--- src/common/spsc_pkg.sv ---
`default_nettype none
package spsc_pkg;
  // status word offsets of the second port
  localparam logic [7:0] OFF_RX_STATE = 8'hdc;
  localparam logic [7:0] OFF_RX_CHARS = 8'hdd;
  localparam logic [7:0] OFF_RX_BLOCKS = 8'hde;
  localparam logic [7:0] OFF_TX_STATE = 8'hdf;
  localparam logic [7:0] OFF_TX_CHARS = 8'he0;
  localparam logic [7:0] OFF_TX_BLOCKS = 8'he1;
  localparam logic [7:0] OFF_FAULTS = 8'he2;
  // fault bit positions
  localparam int BIT_TERM_TYPE = 0;
  localparam int BIT_BAUD = 1;
  localparam int BIT_PARITY = 2;
  localparam int BIT_CHAR_WIDTH = 3;
  localparam int BIT_STOP = 4;
  localparam int BIT_HANDSHAKE = 5;
  localparam int BIT_TERM_COUNT = 6;
  localparam int BIT_PKT_LEN = 7;
  localparam int BIT_RX_TIMEOUT = 8;
  localparam int BIT_CHAR_DELAY = 9;
  localparam int BIT_WR_TIMEOUT = 10;
  localparam int BIT_RX_LOST = 15;
  // limits and substitutes
  localparam logic [15:0] TERM_TYPE_MAX = 16'h000f;
  localparam logic [15:0] TERM_TYPE_DEF = 16'h0000;
  localparam logic [2:0] PARITY_MAX = 3'h4;
  localparam logic [2:0] PARITY_DEF = 3'h0;
  localparam logic [3:0] CHAR_WIDTH_MIN = 4'h5;
  localparam logic [3:0] CHAR_WIDTH_MAX = 4'h8;
  localparam logic [3:0] CHAR_WIDTH_DEF = 4'h8;
  localparam logic [1:0] STOP_DEF = 2'h1;
  localparam logic [1:0] STOP_ALT = 2'h2;
  localparam logic [1:0] HANDSHAKE_DEF = 2'h0;
  localparam logic [15:0] HANDSHAKE_MAX = 16'h0003;
  localparam logic [15:0] TERM_COUNT_MAX = 16'h000c;
  localparam logic [15:0] PKT_LEN_MAX = 16'h1000;
  localparam logic [15:0] WR_TIMEOUT_DEF_MS = 16'h1388;
  localparam logic [3:0] BAUD_CODE_DEF = 4'h5;
  localparam logic [3:0] BAUD_CODE_MAX = 4'h9;
  // termination type codes used for the enable bits
  localparam logic [15:0] TERM_TYPE_STRING_BIT = 16'h0001;
  localparam logic [15:0] TERM_TYPE_PACKET_BIT = 16'h0002;
  // receive and transmit state codes
  localparam logic [15:0] RX_LISTEN = 16'hffff;
  localparam logic [15:0] RX_RECEIVING = 16'h0001;
  localparam logic [15:0] RX_WAIT_XFER = 16'h0002;
  typedef enum logic [15:0] {
    TX_IDLE = 16'h0000,
    TX_RTS_ON = 16'h0001,
    TX_RTS_TIMEOUT = 16'h0002,
    TX_SENDING = 16'h0003,
    TX_WAIT_RTS_OFF = 16'h0004,
    TX_RTS_OFF = 16'h0005,
    TX_CHAR_DLY0 = 16'h001e,
    TX_CHAR_DLY1 = 16'h001f,
    TX_CHAR_DLY2 = 16'h0020,
    TX_MSG_DLY0 = 16'h0064,
    TX_MSG_DLY1 = 16'h0065
  } spsc_tx_state_t;
  localparam logic [15:0] CNT_RESET = 16'h0000;
endpackage
`default_nettype wire

--- src/core/spsc_cfg_check.sv ---
`timescale 1ns/1ps
`default_nettype none
module spsc_cfg_check
  import spsc_pkg::*;
(
  // raw settings
  input wire logic [15:0] term_type,
  input wire logic [3:0] baud_code,
  input wire logic [2:0] parity,
  input wire logic [3:0] char_width,
  input wire logic [1:0] stop_bits,
  input wire logic [15:0] handshake,
  input wire logic [15:0] term_count,
  input wire logic [15:0] packet_len,
  input wire logic [15:0] rx_timeout,
  input wire logic [15:0] char_delay,
  input wire logic [15:0] wr_timeout,
  // checked settings
  output logic [10:0] cfg_faults,
  output logic [15:0] eff_term_type,
  output logic [3:0] eff_baud,
  output logic [2:0] eff_parity,
  output logic [3:0] eff_char_width,
  output logic [1:0] eff_stop_bits,
  output logic [1:0] eff_handshake,
  output logic use_term_string,
  output logic use_packet_len,
  output logic use_rx_timeout,
  output logic use_char_delay,
  output logic [15:0] eff_wr_timeout
);
  logic string_sel;
  logic packet_sel;
  always_comb begin
    cfg_faults = '0;
    cfg_faults[BIT_TERM_TYPE] = term_type > TERM_TYPE_MAX;
    eff_term_type = cfg_faults[BIT_TERM_TYPE] ? TERM_TYPE_DEF : term_type;
    cfg_faults[BIT_BAUD] = baud_code > BAUD_CODE_MAX;
    eff_baud = cfg_faults[BIT_BAUD] ? BAUD_CODE_DEF : baud_code;
    cfg_faults[BIT_PARITY] = parity > PARITY_MAX;
    eff_parity = cfg_faults[BIT_PARITY] ? PARITY_DEF : parity;
    cfg_faults[BIT_CHAR_WIDTH] = (char_width < CHAR_WIDTH_MIN) ||
                                 (char_width > CHAR_WIDTH_MAX);
    eff_char_width = cfg_faults[BIT_CHAR_WIDTH] ? CHAR_WIDTH_DEF : char_width;
    cfg_faults[BIT_STOP] = (stop_bits != STOP_DEF) && (stop_bits != STOP_ALT);
    eff_stop_bits = cfg_faults[BIT_STOP] ? STOP_DEF : stop_bits;
    cfg_faults[BIT_HANDSHAKE] = handshake > HANDSHAKE_MAX;
    eff_handshake = cfg_faults[BIT_HANDSHAKE] ? HANDSHAKE_DEF : handshake[1:0];
    // termination options follow the substituted type
    string_sel = |(eff_term_type & TERM_TYPE_STRING_BIT);
    packet_sel = |(eff_term_type & TERM_TYPE_PACKET_BIT);
    cfg_faults[BIT_TERM_COUNT] = string_sel &&
        ((term_count == CNT_RESET) || (term_count > TERM_COUNT_MAX));
    use_term_string = string_sel && !cfg_faults[BIT_TERM_COUNT];
    cfg_faults[BIT_PKT_LEN] = packet_sel &&
        ((packet_len == CNT_RESET) || (packet_len > PKT_LEN_MAX));
    use_packet_len = packet_sel && !cfg_faults[BIT_PKT_LEN];
    cfg_faults[BIT_RX_TIMEOUT] = rx_timeout == CNT_RESET;
    use_rx_timeout = !cfg_faults[BIT_RX_TIMEOUT];
    cfg_faults[BIT_CHAR_DELAY] = char_delay == CNT_RESET;
    use_char_delay = !cfg_faults[BIT_CHAR_DELAY];
    cfg_faults[BIT_WR_TIMEOUT] = wr_timeout == CNT_RESET;
    eff_wr_timeout = cfg_faults[BIT_WR_TIMEOUT] ? WR_TIMEOUT_DEF_MS : wr_timeout;
  end
endmodule
`default_nettype wire

--- src/core/spsc_status_mem.sv ---
`timescale 1ns/1ps
`default_nettype none
module spsc_status_mem
  import spsc_pkg::*;
(
  // clock and reset
  input wire logic ref_clk,
  input wire logic rstn,
  // live status words
  input wire logic [15:0] words [7],
  // read port
  input wire logic [7:0] rd_addr,
  output logic [15:0] rd_data
);
  logic [15:0] rd_data_d;
  logic [15:0] rd_data_q;
  always_comb begin
    case (rd_addr)
      OFF_RX_STATE: rd_data_d = words[0];
      OFF_RX_CHARS: rd_data_d = words[1];
      OFF_RX_BLOCKS: rd_data_d = words[2];
      OFF_TX_STATE: rd_data_d = words[3];
      OFF_TX_CHARS: rd_data_d = words[4];
      OFF_TX_BLOCKS: rd_data_d = words[5];
      OFF_FAULTS: rd_data_d = words[6];
      default: rd_data_d = CNT_RESET;
    endcase
  end
  always_ff @(posedge ref_clk) begin
    if (!rstn) begin
      rd_data_q <= CNT_RESET;
    end else begin
      rd_data_q <= rd_data_d;
    end
  end
  assign rd_data = rd_data_q;
endmodule
`default_nettype wire

--- src/core/spsc_port_status.sv ---
`timescale 1ns/1ps
`default_nettype none
// Notes on behaviour
// - receive state reads -1 listening, 1 receiving, 2 awaiting backplane transfer
// - transmit state codes 0 to 5 cover idle, rts, send and release
// - codes 30 to 32 mark intercharacter delay, 100 and 101 message delay
// - received characters at word 221, received blocks at word 222
// - transmitted characters at word 224, transmitted blocks at word 225
// - one bit-mapped fault word at word 226
// - termination type above 15 flags bit 0, stream mode used
// - invalid baud flags bit 1, 9600 baud used
// - parity above 4 flags bit 2, no parity used
// - data bits outside 5 to 8 flag bit 3, eight used
// - stop bits not 1 or 2 flag bit 4, one used
// - handshake above 3 flags bit 5, no handshake used
// - bad terminator count with string ending flags bit 6, string ending off
// - bad packet length with packet ending flags bit 7, packet ending off
// - zero receive timeout flags bit 8, timeout ending off
// - zero intercharacter delay flags bit 9, delay option off
// - zero write timeout flags bit 10, 5000 ms used
// - data arriving while a block awaits transfer flags bit 15, data dropped
module spsc_port_status
  import spsc_pkg::*;
(
  // clock and reset
  input wire logic ref_clk,
  input wire logic rstn,
  // configuration load
  input wire logic cfg_load,
  input wire logic [15:0] term_type,
  input wire logic [3:0] baud_code,
  input wire logic [2:0] parity,
  input wire logic [3:0] char_width,
  input wire logic [1:0] stop_bits,
  input wire logic [15:0] handshake,
  input wire logic [15:0] term_count,
  input wire logic [15:0] packet_len,
  input wire logic [15:0] rx_timeout,
  input wire logic [15:0] char_delay,
  input wire logic [15:0] wr_timeout,
  // receive events
  input wire logic rx_char,
  input wire logic rx_block_done,
  input wire logic rx_block_taken,
  // transmit events
  input wire logic tx_start,
  input wire logic tx_rts_ok,
  input wire logic tx_rts_expired,
  input wire logic tx_char,
  input wire logic tx_char_gap,
  input wire logic tx_last_char,
  input wire logic tx_rts_released,
  input wire logic msg_delay_on,
  // status read
  input wire logic [7:0] rd_addr,
  input wire logic lost_clear,
  output logic [15:0] rd_data,
  // effective settings
  output logic [15:0] eff_term_type,
  output logic [3:0] eff_baud,
  output logic [2:0] eff_parity,
  output logic [3:0] eff_char_width,
  output logic [1:0] eff_stop_bits,
  output logic [1:0] eff_handshake,
  output logic use_term_string,
  output logic use_packet_len,
  output logic use_rx_timeout,
  output logic use_char_delay,
  output logic [15:0] eff_wr_timeout,
  output logic rx_drop
);

  // ------------------------------------------------------------
  // configuration check
  // ------------------------------------------------------------
  logic [10:0] chk_faults;
  logic [15:0] c_term_type;
  logic [3:0] c_baud;
  logic [2:0] c_parity;
  logic [3:0] c_char_width;
  logic [1:0] c_stop;
  logic [1:0] c_handshake;
  logic c_use_string;
  logic c_use_packet;
  logic c_use_rx_to;
  logic c_use_delay;
  logic [15:0] c_wr_timeout;

  spsc_cfg_check u_check (
    .term_type(term_type),
    .baud_code(baud_code),
    .parity(parity),
    .char_width(char_width),
    .stop_bits(stop_bits),
    .handshake(handshake),
    .term_count(term_count),
    .packet_len(packet_len),
    .rx_timeout(rx_timeout),
    .char_delay(char_delay),
    .wr_timeout(wr_timeout),
    .cfg_faults(chk_faults),
    .eff_term_type(c_term_type),
    .eff_baud(c_baud),
    .eff_parity(c_parity),
    .eff_char_width(c_char_width),
    .eff_stop_bits(c_stop),
    .eff_handshake(c_handshake),
    .use_term_string(c_use_string),
    .use_packet_len(c_use_packet),
    .use_rx_timeout(c_use_rx_to),
    .use_char_delay(c_use_delay),
    .eff_wr_timeout(c_wr_timeout)
  );

  logic [10:0] cfg_faults_q, cfg_faults_d;
  logic [15:0] term_type_q, term_type_d;
  logic [3:0] baud_q, baud_d;
  logic [2:0] parity_q, parity_d;
  logic [3:0] width_q, width_d;
  logic [1:0] stop_q, stop_d;
  logic [1:0] hs_q, hs_d;
  logic [3:0] opts_q, opts_d;
  logic [15:0] wr_to_q, wr_to_d;

  // settings are latched so they stay steady between loads
  always_comb begin
    cfg_faults_d = cfg_faults_q;
    term_type_d = term_type_q;
    baud_d = baud_q;
    parity_d = parity_q;
    width_d = width_q;
    stop_d = stop_q;
    hs_d = hs_q;
    opts_d = opts_q;
    wr_to_d = wr_to_q;
    if (cfg_load) begin
      cfg_faults_d = chk_faults;
      term_type_d = c_term_type;
      baud_d = c_baud;
      parity_d = c_parity;
      width_d = c_char_width;
      stop_d = c_stop;
      hs_d = c_handshake;
      opts_d = {c_use_string, c_use_packet, c_use_rx_to, c_use_delay};
      wr_to_d = c_wr_timeout;
    end
  end

  always_ff @(posedge ref_clk) begin
    if (!rstn) begin
      cfg_faults_q <= '0;
      term_type_q <= TERM_TYPE_DEF;
      baud_q <= BAUD_CODE_DEF;
      parity_q <= PARITY_DEF;
      width_q <= CHAR_WIDTH_DEF;
      stop_q <= STOP_DEF;
      hs_q <= HANDSHAKE_DEF;
      opts_q <= '0;
      wr_to_q <= WR_TIMEOUT_DEF_MS;
    end else begin
      cfg_faults_q <= cfg_faults_d;
      term_type_q <= term_type_d;
      baud_q <= baud_d;
      parity_q <= parity_d;
      width_q <= width_d;
      stop_q <= stop_d;
      hs_q <= hs_d;
      opts_q <= opts_d;
      wr_to_q <= wr_to_d;
    end
  end

  assign eff_term_type = term_type_q;
  assign eff_baud = baud_q;
  assign eff_parity = parity_q;
  assign eff_char_width = width_q;
  assign eff_stop_bits = stop_q;
  assign eff_handshake = hs_q;
  assign use_term_string = opts_q[3];
  assign use_packet_len = opts_q[2];
  assign use_rx_timeout = opts_q[1];
  assign use_char_delay = opts_q[0];
  assign eff_wr_timeout = wr_to_q;

  // ------------------------------------------------------------
  // receive side
  // ------------------------------------------------------------
  logic [15:0] rx_state_q, rx_state_d;
  logic [15:0] rx_chars_q, rx_chars_d;
  logic [15:0] rx_blocks_q, rx_blocks_d;
  logic rx_lost_q, rx_lost_d;
  logic rx_drop_q, rx_drop_d;

  always_comb begin
    rx_state_d = rx_state_q;
    rx_chars_d = rx_chars_q;
    rx_blocks_d = rx_blocks_q;
    rx_lost_d = rx_lost_q;
    rx_drop_d = 1'b0;
    // a new block only forms once the held one has gone to the host
    if (rx_state_q == RX_WAIT_XFER) begin
      if (rx_char) begin
        rx_drop_d = 1'b1;
      end
      if (rx_block_taken) begin
        rx_state_d = RX_LISTEN;
      end
    end else if (rx_block_done) begin
      rx_state_d = RX_WAIT_XFER;
      rx_blocks_d = rx_blocks_q + 16'h0001;
    end else if (rx_char) begin
      rx_state_d = RX_RECEIVING;
    end
    if (rx_char && !rx_drop_d) begin
      rx_chars_d = rx_chars_q + 16'h0001;
    end
    // set wins over clear, so a drop in the clearing cycle is kept
    if (lost_clear) begin
      rx_lost_d = 1'b0;
    end
    if (rx_drop_d) begin
      rx_lost_d = 1'b1;
    end
  end

  always_ff @(posedge ref_clk) begin
    if (!rstn) begin
      rx_state_q <= RX_LISTEN;
      rx_chars_q <= CNT_RESET;
      rx_blocks_q <= CNT_RESET;
      rx_lost_q <= 1'b0;
      rx_drop_q <= 1'b0;
    end else begin
      rx_state_q <= rx_state_d;
      rx_chars_q <= rx_chars_d;
      rx_blocks_q <= rx_blocks_d;
      rx_lost_q <= rx_lost_d;
      rx_drop_q <= rx_drop_d;
    end
  end

  assign rx_drop = rx_drop_q;

  // ------------------------------------------------------------
  // transmit side
  // ------------------------------------------------------------
  spsc_tx_state_t tx_state_q, tx_state_d;
  logic [15:0] tx_chars_q, tx_chars_d;
  logic [15:0] tx_blocks_q, tx_blocks_d;

  always_comb begin
    tx_state_d = tx_state_q;
    tx_chars_d = tx_chars_q;
    tx_blocks_d = tx_blocks_q;
    case (tx_state_q)
      TX_IDLE: begin
        if (tx_start) begin
          tx_state_d = msg_delay_on ? TX_MSG_DLY0 : TX_RTS_ON;
        end
      end
      TX_MSG_DLY0: tx_state_d = TX_MSG_DLY1;
      TX_MSG_DLY1: begin
        if (!msg_delay_on) begin
          tx_state_d = TX_RTS_ON;
        end
      end
      TX_RTS_ON: begin
        if (tx_rts_ok) begin
          tx_state_d = TX_SENDING;
        end else if (tx_rts_expired) begin
          tx_state_d = TX_RTS_TIMEOUT;
        end
      end
      TX_RTS_TIMEOUT: tx_state_d = TX_IDLE;
      TX_SENDING: begin
        if (tx_char) begin
          tx_chars_d = tx_chars_q + 16'h0001;
          if (tx_last_char) begin
            tx_blocks_d = tx_blocks_q + 16'h0001;
            tx_state_d = TX_WAIT_RTS_OFF;
          end else if (tx_char_gap && use_char_delay) begin
            tx_state_d = TX_CHAR_DLY0;
          end
        end
      end
      TX_CHAR_DLY0: tx_state_d = TX_CHAR_DLY1;
      TX_CHAR_DLY1: tx_state_d = TX_CHAR_DLY2;
      TX_CHAR_DLY2: tx_state_d = TX_SENDING;
      TX_WAIT_RTS_OFF: begin
        if (tx_rts_released) begin
          tx_state_d = TX_RTS_OFF;
        end
      end
      TX_RTS_OFF: tx_state_d = TX_IDLE;
      default: tx_state_d = TX_IDLE;
    endcase
  end

  always_ff @(posedge ref_clk) begin
    if (!rstn) begin
      tx_state_q <= TX_IDLE;
      tx_chars_q <= CNT_RESET;
      tx_blocks_q <= CNT_RESET;
    end else begin
      tx_state_q <= tx_state_d;
      tx_chars_q <= tx_chars_d;
      tx_blocks_q <= tx_blocks_d;
    end
  end

  // ------------------------------------------------------------
  // status words
  // ------------------------------------------------------------
  logic [15:0] words [7];
  logic [15:0] fault_word;

  always_comb begin
    fault_word = '0;
    fault_word[10:0] = cfg_faults_q;
    fault_word[BIT_RX_LOST] = rx_lost_q;
  end

  assign words[0] = rx_state_q;
  assign words[1] = rx_chars_q;
  assign words[2] = rx_blocks_q;
  assign words[3] = tx_state_q;
  assign words[4] = tx_chars_q;
  assign words[5] = tx_blocks_q;
  assign words[6] = fault_word;

  spsc_status_mem u_mem (
    .ref_clk(ref_clk),
    .rstn(rstn),
    .words(words),
    .rd_addr(rd_addr),
    .rd_data(rd_data)
  );
endmodule
`default_nettype wire

--- config.mk ---
export PLATFORM = sky130hd
export DESIGN_NAME = spsc_port_status
export DESIGN_NICKNAME = d
export VERILOG_FILES = /design/src/common/spsc_pkg.sv /design/src/core/spsc_cfg_check.sv /design/src/core/spsc_status_mem.sv /design/src/core/spsc_port_status.sv
export SDC_FILE = /design/constraint.sdc
export NUM_CORES = 1
export LEC_CHECK = 0
export BUFFER_PORTS_ARGS = -buffer_cell sky130_fd_sc_hd__buf_2
export CORE_MARGIN = 8
export CORE_UTILIZATION = 45
export DETAILED_ROUTE_END_ITERATION = 10
export GPL_TIMING_DRIVEN = 0
export PLACE_DENSITY = 0.84
export SLEW_MARGIN = 10
export SYNTH_ARGS = -nofsm -noshare
export SYNTH_HDL_FRONTEND = slang
export SYNTH_SLANG_ARGS = --single-unit
--- constraint.sdc ---
create_clock -name ref_clk -period 1.58 [get_ports ref_clk]
set_input_delay 0.158 -clock ref_clk [delete_from_list [all_inputs] [get_ports ref_clk]]
set_output_delay 0.158 -clock ref_clk [all_outputs]
set_load 0.01 [all_outputs]
==> results of run 1 <==
-- Yosys cell counts, types with 3 or more instances --
cell	number	area share [%]
a21o_1	8	0.82
a21oi_1	70	4.8
a221oi_1	5	0.60
a22o_1	14	1.7
a2bb2oi_1	5	0.60
a31o_2	3	0.36
a31oi_1	8	0.68
and2_1	4	0.34
and3_1	38	3.2
and4_1	9	1.1
buf_1	9	0.46
buf_2	5	0.34
buf_6	4	0.61
clkbuf_1	40	2.0
dfxtp_1	153	42
ha_1	6	1.0
inv_1	15	0.77
mux2i_1	25	3.4
nand2_1	72	3.7
nand2b_1	7	0.60
nand3_1	32	2.2
nand3b_1	3	0.31
nand4_1	32	2.7
nand4b_1	8	0.95
nor2_1	60	3.1
nor2b_1	5	0.43
nor3_1	14	0.95
nor4_1	19	1.6
nor4b_1	3	0.36
o211ai_1	4	0.41
o21a_1	4	0.41
o21ai_0	34	2.3
o31a_1	3	0.36
o31ai_1	26	2.7
o32a_1	3	0.41
or2_2	4	0.34
or3_1	16	1.4
or4_1	26	2.7
xnor2_1	3	0.36
xor2_1	17	2.0
-- area by class of cell --
cell class,instances,area [µm²],area share [%]
diodes,2,5.005,0.04785
plain buffers,50,270.3,2.584
clock buffers,18,439.2,4.199
clock inverters,14,171.4,1.639
inverters,16,60.06,0.5742
multi-input cells,628,4389,41.96
flip-flops and latches,153,3143,30.05
well taps,216,270.3,2.584
repair buffers,284,1712,16.36
-- metrics by stage --
| step | area (µm²) | instances | utilization, % | worst slack, ps |
|---|---|---|---|---|
| after floorplan | 7415 | 857 | - | -82.65 |
| after detailed placement | 8741 | 1284 | 54.83 | -623.3 |
| after CTS | 10010 | 1362 | 62.80 | -225.4 |
| after global placement | 8741 | 1284 | 54.83 | -646.4 |
| final | 10460 | 1381 | 65.61 | -192.0 |
| after global routing | 10460 | 1381 | 65.61 | -234.4 |
-- kinds of logic after synthesis --
family	count (synthesis)
AND/OR/NAND/NOR	367
multiplexers	29
adder cells (fa/ha/maj)	6
AO/OA/AOI/OAI	206
buffers and inverters	76
flip-flops	153
XOR/XNOR	20
-- sequential cells by signal, indices dropped and copies added, names as in the netlist --
signal and flops:
rx_lost_q 1, eff_term_type 16, u_mem.rd_data 16, tx_state_q 6
tx_blocks_q 16, opts_q 4, eff_parity 3, tx_chars_q 16
eff_wr_timeout 16, rx_chars_q 16, eff_stop_bits 2, eff_char_width 4
rx_blocks_q 16, cfg_faults_q 11, rx_state_q 3, rx_drop 1
eff_baud 4, eff_handshake 2
-- what timing repair did --
action,CTS,global route
resized for setup,67,108
hold buffers,25,0
cloned,1,1
hold endpoints to repair,27,0
buffers inserted,28,18
pin swaps,28,33
setup endpoints to repair,84,69
-- placed cells by master, fill, tap and decap left out, types with 6 or more instances in the layout --
| master | n |
|---|---|
| dfxtp_4 | 10 |
| inv_1 | 15 |
| clkbuf_1 | 27 |
| o31ai_1 | 17 |
| or4_4 | 14 |
| a21o_1 | 8 |
| nor3_1 | 10 |
| clkbuf_16 | 17 |
| o21ai_0 | 31 |
| a31oi_1 | 8 |
| dlygate4sd3_1 | 25 |
| buf_2 | 217 |
| nor4_1 | 17 |
| nand3_1 | 27 |
| a22o_1 | 14 |
| or3_1 | 12 |
| or4_1 | 12 |
| dfxtp_2 | 34 |
| buf_4 | 41 |
| o31ai_2 | 6 |
| a21oi_1 | 57 |
| a21oi_2 | 13 |
| nand2b_1 | 7 |
| nand4_1 | 32 |
| nor2_1 | 60 |
| nand2_1 | 72 |
| buf_6 | 10 |
| clkbuf_2 | 6 |
| nand4b_1 | 8 |
| mux2i_1 | 25 |
| inv_6 | 7 |
| and3_1 | 34 |
| dfxtp_1 | 109 |
| xor2_1 | 16 |
-- tightest hold or removal path: cells and delay by family --
| kind | cells | cell delay (ps) |
|---|---|---|
| and+or+nand+nor | 1 | 80 |
| AOI/OAI and AO/OA | 1 | 60 |
| buffers and inverters | 1 | 120 |
-- worst max path at each step --
stage	startpoint	cells after the start	slack, ps	end
2_1_floorplan	tx_state_q[4]	7	-80	tx_blocks_q[10]
3_3_place_gp	rd_addr[3]	7	-650	u_mem.rd_data[5]
3_5_place_dp	rd_addr[3]	7	-620	u_mem.rd_data[2]
4_1_cts	tx_state_q[4]	7	-230	tx_chars_q[15]
5_1_grt	tx_chars_q[0]	5	-230	tx_chars_q[14]
6_report	tx_state_q[0]	7	-190	tx_chars_q[10]
-- per-layer routing --
metal / up-vias / global-route usage [%] / routed length, µm
met5: - / 0 / 0
met4: 0 / 14.67 / 1638
met3: 147 / 7.697 / 3151
met2: 626 / 44.76 / 14300
met1: 4032 / 30.57 / 10700
li1: 3807 / - / -
-- power by group through the flow --
stage,Sequential [mW],Clock (mW),Combinational [mW]
2_1_floorplan,4.13,0,0.878
3_3_place_gp,4.14,0,1.39
3_5_place_dp,4.14,0,1.42
4_1_cts,4.09,4.31,1.71
5_1_grt,4.11,4.49,2.08
6_report,4.11,4.30,1.98
==> flow_metrics.py, run 1 <==
metrics = {
    "status": {
        "status": "complete, but fails checks",
        "violations": "setup timing",
    },
    "synth": {
        "ys.flop_type": "dfxtp_1",
        "synth-edff-count": 0,
        "synth_area_um2": 7356,
        "synth_top_family_by_area": "simple AND/OR/NAND/NOR gates",
        "ys_seq_area_share_pct": 41.64,
        "synth_xor_xnor_area_share_pct": 2.381,
        "synth_simple_gate_area_share_pct": 27.90,
        "synth.distinct_cells": 69,
        "async_flop_share_pct": 0,
        "synthAdderAreaFrac_pct": 1.021,
        "synth_nets": 1011,
        "synth_mux_area_share_pct": 4.320,
        "syn_inst": 857,
        "avgSynthCellArea_um2": 8.583,
        "synth_seq_cells": 153,
        "yosysWarnings": 0,
        "synth_compound_area_share_pct": 18.34,
    },
    "floorplanning": {
        "die_w_um": 143.9,
        "std_cell_rows": 46,
        "boundaryPins": 216,
        "start_util_pct": 46.14,
        "die_h_um": 143.9,
        "fp.dieArea_um2": 20690,
        "core_region_area_um2": 15940,
    },
    "power": {
        "switching_share_pct": 29.35,
        "power_frac_seq_pct": 39.5,
        "powerDensity_nw_per_um2": 993.3,
        "combPwrFrac_pct": 19.1,
        "switching_power_mw": 3.049,
        "p_int_mw": 7.341,
        "peakVddDrop_v": 0.0008083,
        "leakagePower_nw": 4.276,
        "p_total_mw": 10.39,
        "power.share.clock_pct": 41.4,
    },
    "clocking": {
        "clk_latency_ps": 440,
        "clock_path_buffers": 2,
        "h-tree-depth": 4,
        "cts_tree": "yes",
        "numCtsBuffers": 17,
        "clk_pin_slew_ps": 70,
        "clock-root-buffer": "clkbuf_16",
        "clock-sinks": 153,
    },
    "setup_path": {
        "max_stage_delay_ps": 540,
        "path_buf_inv": 3,
        "crit_family": "simple AND/OR/NAND/NOR gates",
        "r2r_slack_ps": -190,
        "end_kind": "register",
        "required_ps": 1950,
        "critPathKind": "reg2reg",
        "cp_max_fo": 5,
        "critPathSlowestCell": "or4_4",
        "r2r_start": "tx_state_q[0]",
        "cp_cell_sequence": "buf_8 > and4bb_1 > buf_6 > nand3_4 > buf_12 > or4_4 > a21oi_2",
        "cp-start-kind": "register",
        "worstPathArrival_ps": 2150,
        "rr_worst_depth": 7,
        "timing.rr.end": "tx_chars_q[10]",
    },
    "routing": {
        "ant_nets": 0,
        "dr.pass1.iters": 6,
        "wl_um": 29790,
        "wl_per_cell_um": 21.57,
        "drc": 0,
        "via_per_inst": 6.236,
        "drt_iter0_markers": 927,
        "vias": 8612,
    },
    "timing": {
        "slew_viol_final": 0,
        "post-route-period-util_pct": 112.2,
        "tightestPinTransition_ps": 817.7,
        "fin_crit_ps": 1772,
        "fin_ws_ps": -192.0,
        "tns_ps": -3787,
        "timing.fmax_ghz": 0.5643,
        "finalClockSkew_ps": 13.01,
        "slew_headroom_pct": 45.49,
        "rsz0062_at_grt": "yes",
        "setup_viol": 45,
        "whs_ps": 24.44,
        "hold_viol": 0,
    },
    "min_path": {
        "worstHoldStart": "baud_code[1]",
        "min_path_cells": 3,
        "worstHoldEndpoint": "eff_baud[1]",
        "hp-class": "in2reg",
    },
    "place": {
        "port_buffers": 211,
        "place_hpwl_um": 19970,
        "gp_congestion": 0.9629,
    },
    "flow_run": {
        "maxCapViolCount": 0,
    },
    "finish": {
        "fill_cells": 1203,
        "area.growth.synth_to_final_pct": 42.20,
        "nNetsFinal": 1304,
        "drive_gt1_share_pct": 38.26,
    },
    "global_routing": {
        "overflow": 0,
        "grt_pass1_wl_um": 43300,
        "antenna_found_initial": 2,
        "track_usage_pct": 26.91,
        "grt_max_degree": 17,
        "grt_pass1_vias": 8348,
    },
}
Note: power is estimated with default switching activity, not from simulation.
==> run 2: changes to the inputs <==
--- a/config.mk
+++ b/config.mk
@@ -9,7 +9,6 @@
 export CORE_MARGIN = 8
 export CORE_UTILIZATION = 45
 export DETAILED_ROUTE_END_ITERATION = 10
-export GPL_TIMING_DRIVEN = 0
 export PLACE_DENSITY = 0.84
 export SLEW_MARGIN = 10
 export SYNTH_ARGS = -nofsm -noshare
==> run 2 against run 1 <==
Against the previous run:
- clock-buffer cell count fell by 1
- clock power shrank 3%
- register-to-register slack improved by 40 ps
- the run still ends with setup timing left
- sequential cell count did not move
- sequential power about the same
- die area stayed put
- highest routed layer unchanged
- sequential share of layout area shrank 1.5 points
- critical path type unchanged
- critical path depth decreased by 2
- via count down 0.51%
==> flow_metrics.py, run 2 (synthesis gave the netlist of run 1 again) <==
metrics = {
    "status": {
        "status": "complete, but fails checks",
        "violations": "setup timing",
    },
    "clocking": {
        "clock-sinks": 153,
        "clk_pin_slew_ps": 70,
        "cts_tree": "yes",
        "clk_latency_ps": 440,
        "numCtsBuffers": 17,
        "clock-root-buffer": "clkbuf_16",
        "clock_path_buffers": 2,
        "h-tree-depth": 4,
    },
    "setup_path": {
        "crit_family": "simple AND/OR/NAND/NOR gates",
        "max_stage_delay_ps": 570,
        "crit_end": "tx_state_q[2]",
        "cp_cell_sequence": "buf_6 > or4_4 > nor3_4 > nor2_2 > a221oi_2",
        "critPathSlowestCell": "or4_4",
        "r2r_slack_ps": -150,
        "crit_cells": 5,
        "rr_worst_depth": 5,
        "cp-start-kind": "register",
        "path_buf_inv": 1,
        "worstPathArrival_ps": 2070,
        "timing.rr.end": "tx_state_q[2]",
        "cp_max_fo": 4,
        "required_ps": 1920,
        "worstSetupStartpoint": "tx_state_q[4]",
        "r2r_start": "tx_state_q[4]",
        "end_kind": "register",
        "critPathKind": "reg2reg",
    },
    "power": {
        "powerDensity_nw_per_um2": 975.3,
        "leakagePower_nw": 4.592,
        "peakVddDrop_v": 0.0007748,
        "p_total_mw": 10.52,
    },
    "timing": {
        "finalClockSkew_ps": 12.08,
        "slew_headroom_pct": 64.37,
        "fin_crit_ps": 1727,
        "hold_viol": 0,
        "setup_viol": 33,
        "fin_ws_ps": -147.2,
        "post-route-period-util_pct": 109.3,
        "tns_ps": -2052,
        "rsz0062_at_grt": "yes",
        "whs_ps": 10.87,
        "slew_viol_final": 0,
        "tightestPinTransition_ps": 534.5,
        "timing.fmax_ghz": 0.5790,
    },
    "place": {
        "placed_cells": 1361,
        "place_hpwl_um": 19530,
        "dpl_worst_slack_ps": -245.4,
        "port_buffers": 215,
        "gp_congestion": 0.9025,
        "place_area_um2": 9532,
    },
    "global_routing": {
        "antenna_found_initial": 0,
        "overflow": 0,
        "grt_max_degree": 46,
        "grt_pass1_wl_um": 42170,
        "grt_pass1_vias": 8236,
        "track_usage_pct": 26.01,
    },
    "finish": {
        "final_common_cell": "buf_2",
        "final_area_um2": 10790,
        "nNetsFinal": 1354,
        "n_antenna_cell": 0,
        "multiInputGateArea_um2": 4337,
        "area.growth.synth_to_final_pct": 46.67,
        "fill_cells": 1180,
        "seq_area_um2": 3080,
        "mostFrequentLayoutCells": "215 x buf_2, 139 x dfxtp_1, 137 x buf_4, 71 x nand2_1, 65 x a21oi_1",
        "post-route-util_pct": 67.67,
        "final_cell_count_no_fill": 1429,
        "drive_gt1_share_pct": 39.57,
    },
    "routing": {
        "dr.pass1.iters": 6,
        "vias": 8568,
        "via_per_inst": 5.996,
        "wl_per_cell_um": 19.83,
        "ant_nets": 0,
        "drt_iter0_markers": 890,
        "drc": 0,
        "wl_um": 28340,
    },
    "floorplanning": {
        "die_w_um": 143.9,
        "die_h_um": 143.9,
        "boundaryPins": 216,
        "core_region_area_um2": 15940,
        "fp.dieArea_um2": 20690,
        "start_util_pct": 46.14,
        "std_cell_rows": 46,
    },
    "min_path": {
        "hp-class": "in2reg",
    },
    "flow_run": {
        "maxCapViolCount": 0,
    },
}
run 2: worst min-delay path by stage:
stage,endpoint,startpoint,cells after the start
final,eff_char_width[1],char_width[1],3
after global routing,eff_char_width[1],char_width[1],3
after CTS,eff_char_width[1],char_width[1],3
after detailed placement,eff_handshake[1],handshake[1],2
after global placement,eff_handshake[0],handshake[0],2
after floorplan,eff_term_type[0],term_type[0],2
run 2: worst min-delay path, stage by stage:
cell and delay (ps):
buf_2 110, nand3_1 70, a21oi_1 60
run 2: power breakdown:
group	leakage [nW]	internal (mW)	total [mW]	switching, mW
registers	1.25	3.98	4.10	0.120
clock network	0.286	2.26	4.15	1.89
logic	3.06	1.09	2.27	1.19
run 2: layout make-up:
| class | instances | area share (%) |
|---|---|---|
| Sequential cell | 153 | 28.55 |
| Clock inverter | 15 | 1.658 |
| Inverter | 16 | 0.5567 |
| Tap cell | 216 | 2.505 |
| Clock buffer | 17 | 3.943 |
| Timing Repair Buffer | 381 | 22.59 |
| Multi-Input combinational cell | 631 | 40.19 |
run 2: layer usage:
metal  share of wire [%]  track usage [%]  up-vias
li1                    -                -     3909
met1                  37            29.26     4007
met2                  49            45.46      530
met3                 9.2            6.403      122
met4                 4.8            11.84        0
met5                   0                0        -
run 2: what timing repair did:
action                     4_1_cts  5_1_grt
pin swaps                       26       26
hold endpoints to repair        18        0
cloned                           2        1
hold buffers                    16        0
gates resized for setup         30       57
setup endpoints to repair       43       50
buffers inserted                11        8
